===== config.mk =====
export PLATFORM = sky130hd
export DESIGN_NAME = dzb_datapath
export DESIGN_NICKNAME = d
export VERILOG_FILES = /design/src/design/dzb_pkg.sv /design/src/design/dzb_datapath.sv
export VERILOG_INCLUDE_DIRS = /design/src /design/src/design
export SDC_FILE = /design/constraint.sdc
export NUM_CORES = 2
export LEC_CHECK = 0
export ABC_AREA = 0
export BUFFER_PORTS_ARGS = -buffer_cell sky130_fd_sc_hd__buf_2
export CORE_UTILIZATION = 44
export CTS_CLUSTER_DIAMETER = 30
export CTS_CLUSTER_SIZE = 12
export DETAILED_ROUTE_END_ITERATION = 16
export MAX_ROUTING_LAYER = met4
export PLACE_DENSITY_LB_ADDON = 0.1
export SYNTH_ARGS = -nofsm -noshare
export SYNTH_HDL_FRONTEND = slang
export SYNTH_SLANG_ARGS = --single-unit
export TNS_END_PERCENT = 50

===== constraint.sdc =====
create_clock -name clk -period 7.84 [get_ports clk]
set_input_delay 0.392 -clock clk [delete_from_list [all_inputs] [get_ports clk]]
set_output_delay 0.392 -clock clk [all_outputs]
set_load 0.02 [all_outputs]

===== src/design/dzb_map.svh =====
// Register offsets, opcodes and coded values of the decimal and bit datapath
`ifndef DZB_MAP_SVH
`define DZB_MAP_SVH
`define DZB_A_CMD 5'h00
`define DZB_A_BASE1 5'h01
`define DZB_A_BASE2 5'h02
`define DZB_A_LENS 5'h03
`define DZB_A_STAT 5'h04
`define DZB_A_COND 5'h05
`define DZB_A_GPR 2'h1
`define DZB_OP_ZADD 8'h50
`define DZB_OP_INV 8'hBF
`define DZB_OP_SET 8'hB3
`define DZB_OP_SCZ 8'h6F
`define DZB_OP_SCO 8'h6D
`define DZB_CC_OVF 8'h80
`define DZB_CC_POS 8'h44
`define DZB_CC_NEG 8'h22
`define DZB_CC_ZERO 8'h11
`define DZB_SG_POS 4'hC
`define DZB_SG_NEG 4'hD
`define DZB_SG_NEG2 4'hB
`define DZB_NOT_FOUND 5'h10
`define DZB_PD_IDLE 2'h0
`define DZB_PD_WAIT 2'h1
`define DZB_PD_DATA 2'h2
`endif


===== src/design/dzb_pkg.sv =====
// Types of the decimal zero-and-add and bit operation datapath
package dzb_pkg;
   typedef enum logic [11:0] {
      S_IDLE = 12'h001,
      S_IND = 12'h002,
      S_BRD = 12'h004,
      S_BWR = 12'h008,
      S_ZCLR = 12'h010,
      S_ZSCN = 12'h020,
      S_ZWRT = 12'h040,
      S_OP1 = 12'h080,
      S_OP2 = 12'h100,
      S_WR1 = 12'h200,
      S_WR2 = 12'h400,
      S_FIN = 12'h800
   } dzb_state_t;
   typedef struct packed {
      logic ixEn2;
      logic ixEn1;
      logic [7:0] opcode;
      logic i1;
      logic [2:0] r1;
      logic i2;
      logic [2:0] r2;
   } dzb_cmd_t;
   typedef struct packed {
      logic re;
      logic we;
      logic [15:0] addr;
      logic [7:0] wdata;
   } dzb_mem_req_t;
   typedef struct packed {
      dzb_state_t st;
      dzb_cmd_t cmd;
      logic [15:0] base1;
      logic [15:0] base2;
      logic [7:0] len1;
      logic [7:0] len2;
      logic [7:0] cond;
      logic [7:0][15:0] gpr;
      logic busy;
      logic done;
      logic [15:0] ea1;
      logic [15:0] ea2;
      logic [8:0] k;
      logic [1:0] pend;
      logic hi;
      logic [15:0] word1;
      logic [15:0] word2;
      logic [4:0] pos;
      logic nzIn;
      logic nzOut;
      logic [3:0] srcSign;
      dzb_mem_req_t memReq;
      logic [31:0] rdata;
   } dzb_state_s_t;
endpackage


===== src/design/dzb_datapath.sv =====
// Zero-and-add decimal and bit manipulation execution datapath
//
// The address map and the plain strobed port were decided locally.
`timescale 1ns/1ps
`include "dzb_map.svh"
// Notes on behaviour
// - Source and destination lengths 0-255 bytes; addresses point at most significant byte.
// - Zero-and-add addresses may be indexed, never indirect.
// - Destination is cleared first, then the source is added into it.
// - Significant excess source digits set condition bit 0, clear bits 1-7.
// - Zero source length adds zero; both lengths zero gives bits 3 and 7.
// - Missing high-order source digits are taken as zero.
// - Condition bits 1,5 plus; 2,6 minus; 3,7 zero; others cleared.
// - Result sign nibble is C when positive, D when negative.
// - No negative zero result unless overflow occurred.
// - Source digits are not checked; invalid digits give undefined results.
// - Bit number is instruction bits 13-15, 0 leftmost, 7 rightmost.
// - Invert opcode reads the byte, toggles the bit, writes it back.
// - Set operation forces the bit to one and writes the byte back.
// - Byte operand address may be indexed, indirect, or both.
// - Opcode 6F finds first zero bit, sets it, adds position to second word.
// - Nothing found: add 16 and leave the scanned word unchanged.
// - Opcode 6D finds first one bit, clears it, adds position to second word.
// - Scan operands are the register, or memory at its address when indirect.
// - Same register, same mode: only the incremented value is returned.
// - Same register, scanned indirect, incremented direct: both results normal.
// - Same register, scanned direct: flipped word to register, then sum at it.
module dzb_datapath (
   input wire logic clk,
   input wire logic rst,
   input wire logic [4:0] regAddr,
   input wire logic [31:0] regWdata,
   input wire logic regWr,
   input wire logic regRd,
   output logic [31:0] regRdata,
   output dzb_pkg::dzb_mem_req_t memReq,
   input wire logic [7:0] memRdata,
   output logic busy,
   output logic done
);
   dzb_pkg::dzb_state_s_t s;
   dzb_pkg::dzb_state_s_t n;

   function automatic logic [4:0] firstPos(input logic [15:0] w, input logic want);
      logic [4:0] p;
      p = `DZB_NOT_FOUND;
      for (int i = 0; i < 16; i++) begin
         if (w[i] == want) begin
            p = 5'(15 - i);
         end
      end
      return p;
   endfunction

   function automatic logic [7:0] bitMask(input logic [2:0] p);
      return 8'h80 >> p;
   endfunction

   function automatic logic [15:0] idx(input logic [15:0] b, input logic en, input logic [15:0] v);
      return en ? b + v : b;
   endfunction

   // Byte k counted from the least significant end of a field
   function automatic logic [15:0] byteAt(input logic [15:0] ea, input logic [7:0] len,
                                          input logic [8:0] k);
      return ea + {8'h00, len} - 16'h0001 - {7'h00, k};
   endfunction

   function automatic logic isNeg(input logic [3:0] sg);
      return sg == `DZB_SG_NEG || sg == `DZB_SG_NEG2;
   endfunction

   assign regRdata = s.rdata;
   assign memReq = s.memReq;
   assign busy = s.busy;
   assign done = s.done;

   always_comb begin
      dzb_pkg::dzb_cmd_t c;
      logic rdReq;
      logic [15:0] rdAddr;
      logic go;
      logic [15:0] w;
      logic [7:0] b;
      logic negR;
      logic same;
      c = dzb_pkg::dzb_cmd_t'(regWdata[17:0]);
      rdReq = 1'b0;
      rdAddr = s.ea1;
      go = 1'b0;
      w = 16'h0000;
      b = 8'h00;
      negR = isNeg(s.srcSign) && s.len1 != 8'h00;
      same = s.cmd.r1 == s.cmd.r2;
      n = s;
      n.memReq.re = 1'b0;
      n.memReq.we = 1'b0;
      n.done = 1'b0;
      n.rdata = 32'h0000_0000;
      if (regRd) begin
         case (regAddr)
            `DZB_A_CMD: n.rdata = {14'h0000, s.cmd};
            `DZB_A_BASE1: n.rdata = {16'h0000, s.base1};
            `DZB_A_BASE2: n.rdata = {16'h0000, s.base2};
            `DZB_A_LENS: n.rdata = {16'h0000, s.len2, s.len1};
            `DZB_A_STAT: n.rdata = {16'h0000, s.cond, 7'h00, s.busy};
            `DZB_A_COND: n.rdata = {24'h000000, s.cond};
            default: begin
               if (regAddr[4:3] == `DZB_A_GPR) begin
                  n.rdata = {16'h0000, s.gpr[regAddr[2:0]]};
               end
            end
         endcase
      end
      // Writes are dropped while an operation runs so operands cannot shift under it
      if (regWr && !s.busy) begin
         case (regAddr)
            `DZB_A_CMD: begin
               n.cmd = c;
               n.busy = 1'b1;
               n.k = 9'h000;
               n.pend = `DZB_PD_IDLE;
               n.hi = 1'b0;
               n.nzIn = 1'b0;
               n.nzOut = 1'b0;
               n.srcSign = `DZB_SG_POS;
               n.ea1 = idx(s.base1, c.ixEn1, s.gpr[c.r1]);
               n.ea2 = idx(s.base2, c.ixEn2, s.gpr[c.r2]);
               case (c.opcode)
                  `DZB_OP_ZADD: n.st = dzb_pkg::S_ZCLR;
                  `DZB_OP_INV, `DZB_OP_SET: n.st = c.i1 ? dzb_pkg::S_IND : dzb_pkg::S_BRD;
                  `DZB_OP_SCZ, `DZB_OP_SCO: begin
                     n.ea1 = s.gpr[c.r1];
                     n.ea2 = s.gpr[c.r2];
                     n.st = dzb_pkg::S_OP1;
                  end
                  default: n.st = dzb_pkg::S_FIN;
               endcase
            end
            `DZB_A_BASE1: n.base1 = regWdata[15:0];
            `DZB_A_BASE2: n.base2 = regWdata[15:0];
            `DZB_A_LENS: begin
               n.len1 = regWdata[7:0];
               n.len2 = regWdata[15:8];
            end
            `DZB_A_COND: n.cond = regWdata[7:0];
            default: begin
               if (regAddr[4:3] == `DZB_A_GPR) begin
                  n.gpr[regAddr[2:0]] = regWdata[15:0];
               end
            end
         endcase
      end
      case (s.st)
         dzb_pkg::S_IDLE: begin
         end
         dzb_pkg::S_IND: begin
            rdReq = 1'b1;
            rdAddr = s.ea1 + {15'h0000, s.hi};
            if (s.pend == `DZB_PD_DATA) begin
               n.hi = !s.hi;
               if (!s.hi) begin
                  n.word1[15:8] = memRdata;
               end else begin
                  n.ea1 = {s.word1[15:8], memRdata};
                  n.st = dzb_pkg::S_BRD;
               end
            end
         end
         dzb_pkg::S_BRD: begin
            rdReq = 1'b1;
            if (s.pend == `DZB_PD_DATA) begin
               n.word1[7:0] = memRdata;
               n.st = dzb_pkg::S_BWR;
            end
         end
         dzb_pkg::S_BWR: begin
            n.memReq.we = 1'b1;
            n.memReq.addr = s.ea1;
            if (s.cmd.opcode == `DZB_OP_INV) begin
               n.memReq.wdata = s.word1[7:0] ^ bitMask(s.cmd.r2);
            end else begin
               n.memReq.wdata = s.word1[7:0] | bitMask(s.cmd.r2);
            end
            n.st = dzb_pkg::S_FIN;
         end
         dzb_pkg::S_ZCLR: begin
            if (s.k < {1'b0, s.len2}) begin
               n.memReq.we = 1'b1;
               n.memReq.addr = byteAt(s.ea2, s.len2, s.k);
               n.memReq.wdata = 8'h00;
               n.k = s.k + 9'h001;
            end else begin
               n.k = 9'h000;
               n.st = dzb_pkg::S_ZSCN;
            end
         end
         dzb_pkg::S_ZSCN: begin
            // A first pass finds zero and overflow before any sign is written
            if (s.k < {1'b0, s.len1}) begin
               rdReq = 1'b1;
               rdAddr = byteAt(s.ea1, s.len1, s.k);
               if (s.pend == `DZB_PD_DATA) begin
                  b = memRdata;
                  if (s.k == 9'h000) begin
                     n.srcSign = b[3:0];
                     b[3:0] = 4'h0;
                  end
                  if (s.k < {1'b0, s.len2}) begin
                     n.nzIn = s.nzIn || b != 8'h00;
                  end else begin
                     n.nzOut = s.nzOut || b != 8'h00;
                  end
                  n.k = s.k + 9'h001;
               end
            end else begin
               n.k = 9'h000;
               n.st = dzb_pkg::S_ZWRT;
            end
         end
         dzb_pkg::S_ZWRT: begin
            if (s.k < {1'b0, s.len2}) begin
               rdReq = s.k < {1'b0, s.len1};
               rdAddr = byteAt(s.ea1, s.len1, s.k);
               go = !rdReq || s.pend == `DZB_PD_DATA;
               b = rdReq ? memRdata : 8'h00;
               if (s.k == 9'h000) begin
                  // Digits are copied unchecked; bad nibbles pass straight through
                  b[3:0] = (negR && (s.nzIn || s.nzOut)) ? `DZB_SG_NEG : `DZB_SG_POS;
               end
               if (go) begin
                  n.memReq.we = 1'b1;
                  n.memReq.addr = byteAt(s.ea2, s.len2, s.k);
                  n.memReq.wdata = b;
                  n.k = s.k + 9'h001;
               end
            end else begin
               if (s.nzOut) begin
                  n.cond = `DZB_CC_OVF;
               end else if (!s.nzIn) begin
                  n.cond = `DZB_CC_ZERO;
               end else begin
                  n.cond = negR ? `DZB_CC_NEG : `DZB_CC_POS;
               end
               n.st = dzb_pkg::S_FIN;
            end
         end
         dzb_pkg::S_OP1: begin
            w = s.gpr[s.cmd.r1];
            go = !s.cmd.i1;
            if (s.cmd.i1) begin
               rdReq = 1'b1;
               rdAddr = s.ea1 + {15'h0000, s.hi};
               if (s.pend == `DZB_PD_DATA) begin
                  n.hi = !s.hi;
                  n.word1[15:8] = memRdata;
                  w = {s.word1[15:8], memRdata};
                  go = s.hi;
               end
            end
            if (go) begin
               n.word1 = w;
               n.st = dzb_pkg::S_OP2;
            end
         end
         dzb_pkg::S_OP2: begin
            w = s.gpr[s.cmd.r2];
            go = !s.cmd.i2;
            if (s.cmd.i2) begin
               rdReq = 1'b1;
               rdAddr = s.ea2 + {15'h0000, s.hi};
               if (s.pend == `DZB_PD_DATA) begin
                  n.hi = !s.hi;
                  n.word2[15:8] = memRdata;
                  w = {s.word2[15:8], memRdata};
                  go = s.hi;
               end
            end
            if (go) begin
               n.word2 = w;
               n.pos = firstPos(s.word1, s.cmd.opcode == `DZB_OP_SCO);
               if ((same && s.cmd.i1 == s.cmd.i2) ||
                   firstPos(s.word1, s.cmd.opcode == `DZB_OP_SCO) == `DZB_NOT_FOUND) begin
                  n.st = dzb_pkg::S_WR2;
               end else begin
                  n.st = dzb_pkg::S_WR1;
               end
            end
         end
         dzb_pkg::S_WR1: begin
            w = s.word1 ^ (16'h8000 >> s.pos);
            if (!s.cmd.i1) begin
               n.gpr[s.cmd.r1] = w;
               if (same) begin
                  n.ea2 = w;
               end
               n.st = dzb_pkg::S_WR2;
            end else begin
               n.memReq.we = 1'b1;
               n.memReq.addr = s.ea1 + {15'h0000, s.hi};
               n.memReq.wdata = s.hi ? w[7:0] : w[15:8];
               n.hi = !s.hi;
               if (s.hi) begin
                  n.st = dzb_pkg::S_WR2;
               end
            end
         end
         dzb_pkg::S_WR2: begin
            w = s.word2 + {11'h000, s.pos};
            if (!s.cmd.i2) begin
               n.gpr[s.cmd.r2] = w;
               n.st = dzb_pkg::S_FIN;
            end else begin
               n.memReq.we = 1'b1;
               n.memReq.addr = s.ea2 + {15'h0000, s.hi};
               n.memReq.wdata = s.hi ? w[7:0] : w[15:8];
               n.hi = !s.hi;
               if (s.hi) begin
                  n.st = dzb_pkg::S_FIN;
               end
            end
         end
         dzb_pkg::S_FIN: begin
            n.busy = 1'b0;
            n.done = 1'b1;
            n.st = dzb_pkg::S_IDLE;
         end
         default: n.st = dzb_pkg::S_IDLE;
      endcase
      // Storage answers one cycle after it samples the read strobe
      if (rdReq) begin
         case (s.pend)
            `DZB_PD_IDLE: begin
               n.memReq.re = 1'b1;
               n.memReq.addr = rdAddr;
               n.pend = `DZB_PD_WAIT;
            end
            `DZB_PD_WAIT: n.pend = `DZB_PD_DATA;
            default: n.pend = `DZB_PD_IDLE;
         endcase
      end
   end

   always_ff @(posedge clk) begin
      if (rst) begin
         s <= '{st: dzb_pkg::S_IDLE, default: '0};
      end else begin
         s <= n;
      end
   end
endmodule


==> impl_metrics.yaml <==
global_route:
  grt_pass1_wl_mm: 210
  overflow: 0
  grt_max_degree: 114
  grt_pass1_vias: 29300
  grtUsageTotal_pct: 43.9
  grt_antenna_before_repair: 7
synthesis:
  syn_area_um2: 29800
  synthCells: 3715
  synthTopCellsByArea: "dfxtp_1, mux4_2, mux2i_1, a21oi_1, nor2_1"
  yosys.area.top_type: "dfxtp_1"
  synthArstFlopShare_pct: 0
  synthFlopType: "dfxtp_1"
  synthTopCellsByCount: "nor2_1, dfxtp_1, nand2_1"
  synth_top_area_share_pct: 23.3
  yosysMostFrequentCell: "nor2_1"
  synth.yosys.seq_area_share_pct: 23.3
  synth_seq_cells: 347
  postSynthAreaPerCell_um2: 8.02
  ys.warnings.count: 0
  synth_edf_count: 0
  synthDistinctLibCells: 96
timing:
  rsz0062_at_grt: "no"
  period_share_pct: 61.6
  max_freq_mhz: 207
  relSlewSlack_pct: 2.60
  period_minus_slack_ns: 4.83
  skew_ns: 0.0251
  hold_viol: 0
  setup_viol: 0
  setup_tns_ns: 0
  worst_pin_slew_ns: 1.46
  final_max_slew_viol_count: 0
setup_path:
  critPathLaunchType: "register"
  cp_data_arrival_time_ns: 5.39
  crit_type: "reg -> reg"
  cp-end-kind: "register"
  cp.required_ns: 8.40
  cp_max_fo: 7
  reg2reg_setup_slack_ns: 3.01
die:
  dieArea_um2: 68700
  chipWidth_um: 262
  initial_utilization_pct: 44.4
  num_rows: 95
  core_um2: 67000
  die_y_um: 262
  ios: 109
min_path:
  min_path_type: "in -> reg"
clock_tree:
  cts_buffers: 108
  cts_root_buf: "clkbuf_16"
  cts_htree_levels: 3
  clock_sink_count: 347
  postCtsResizedCells: 0
  cts_hold_buffers: 0
  tritoncts: "built"
  cts_buffer_depth: 3
  clk_pin_slew_ns: 0.04
  clk_latency_ns: 0.66
  postCtsSetupBuffers: 0
placement:
  hpwl_mm: 106
  gp_congestion: 1.03
  portBuffers: 80
  place_area_um2: 30400
run:
  cap_viol_max_count: 0
drt:
  viasPerCell: 6.94
  wl_per_cell_um: 32.6
  vias: 32000
  drc: 0
  wirelength_mm: 150
  drtAntennaViolNets: 0
  dr.first_iter.drc_count: 4897
  first_pass_iters: 10
power:
  powerDensity_nw_per_um2: 199
  p_leak_nw: 12.8
  vdd_ir_drop_max_mv: 0.176
run_status:
  outcome: "finished clean"
layout:
  fillers: 6510
  drive_gt1_share_pct: 16.1
  fin_area_um2: 34400
  nNetsFinal: 3818
  area_delta_synth_final_pct: 15.5
critical path, cell delays in order (launching register included):
cell       delay, ns
dfxtp_1         0.56
inv_1           0.11
fa_1            0.51
inv_1           0.06
ha_1            0.27
a21o_1          0.16
a21o_1          0.21
a2111oi_1       0.55
nor3_1          0.15
a2111oi_0       0.66
nor2_1          0.14
xor2_1          0.84
a211oi_1        0.20
a311oi_1        0.30
power by group:
group          leakage (nW)  internal [mW]  switching, mW  total [mW]
registers              2.80           1.78         0.0159        1.80
logic                  8.08          0.101          0.247       0.348
clock network          1.90           3.33           1.38        4.71
total                  12.8           5.22           1.64        6.86
through the flow:
| stage | util (%) | std cells | hold WS (ns) | setup WS, ns | power (mW) |
|---|---|---|---|---|---|
| 6_report | 51.3 | 4613 | 0.168 | 3.01 | 6.86 |
| 5_1_grt | 51.3 | 4612 | 0.165 | 2.86 | 6.98 |
| 4_1_cts | 51.3 | 4608 | 0.134 | 3.41 | 6.86 |
| 3_5_place_dp | 45.4 | 4407 | 0.447 | 2.99 | 2.16 |
| 3_3_place_gp | 45.4 | 4407 | 0.441 | 3.01 | 2.16 |
| 2_1_floorplan | - | 3728 | 0.432 | 3.79 | 2.05 |
flip-flops by register name (all words and copies together) (netlist names):
| signal | count |
|---|---|
| busy | 1 |
| done | 1 |
| memReq | 26 |
| regRdata | 18 |
| s | 301 |
layout make-up:
type / instances / area (µm²) / share of cell area [%]
Antenna cell: 4 / 10.0 / 0.0291
Clock buffer: 142 / 3060 / 8.90
Clock inverter: 59 / 883 / 2.57
Multi-Input combinational cell: 2896 / 20900 / 60.7
Sequential cell: 347 / 6950 / 20.2
Timing Repair Buffer: 163 / 1030 / 3.00
Inverter: 129 / 484 / 1.41
Tap cell: 873 / 1090 / 3.18
final timing paths:
kind                from    endpoint  depth (start not counted)
min reg2reg       s[348]      s[348]                          2
max reg2reg       s[115]  memReq[20]                         13
min          memRdata[0]       s[58]                          3
max               s[115]  memReq[20]                         13
logic make-up after synthesis:
logic type / count (synthesis) / share of synthesized area (%)
AOI/OAI and AO/OA: 1108 / 24.6
xor gates and xnor gates: 112 / 3.29
adders and majority gates: 124 / 5.74
buffers and inverters: 485 / 7.19
DFF: 347 / 23.3
muxes: 380 / 17.9
other: 1 / 0.0126
and+or+nand+nor: 1158 / 17.9
cells in the final DEF (no fill, tap or decap), types with 27 or more instances in the layout:
master / n
nor2_1: 417
nand2_1: 346
a21oi_1: 345
dfxtp_1: 344
mux2i_1: 200
o21ai_0: 152
inv_1: 127
mux4_2: 116
clkbuf_16: 108
ha_1: 103
a211oi_1: 97
nor3_1: 83
buf_4: 82
o22ai_1: 81
xnor2_1: 80
nand3_1: 79
buf_2: 79
a221oi_1: 75
mux2_2: 64
a22oi_1: 46
a31oi_1: 46
o211ai_1: 41
a21o_1: 33
nor2b_1: 28
xor2_1: 27
routing by layer:
layer	up-vias	part of all wire [%]	wire length (µm)	track usage [%]
li1	13600	-	-	-
met2	2246	43	64900	64.1
met5	-	0	0	-
met3	523	11	16900	10.2
met1	15600	38	56700	53.4
met4	0	7.9	11900	30.7
Power figures use the tool's default switching activity.
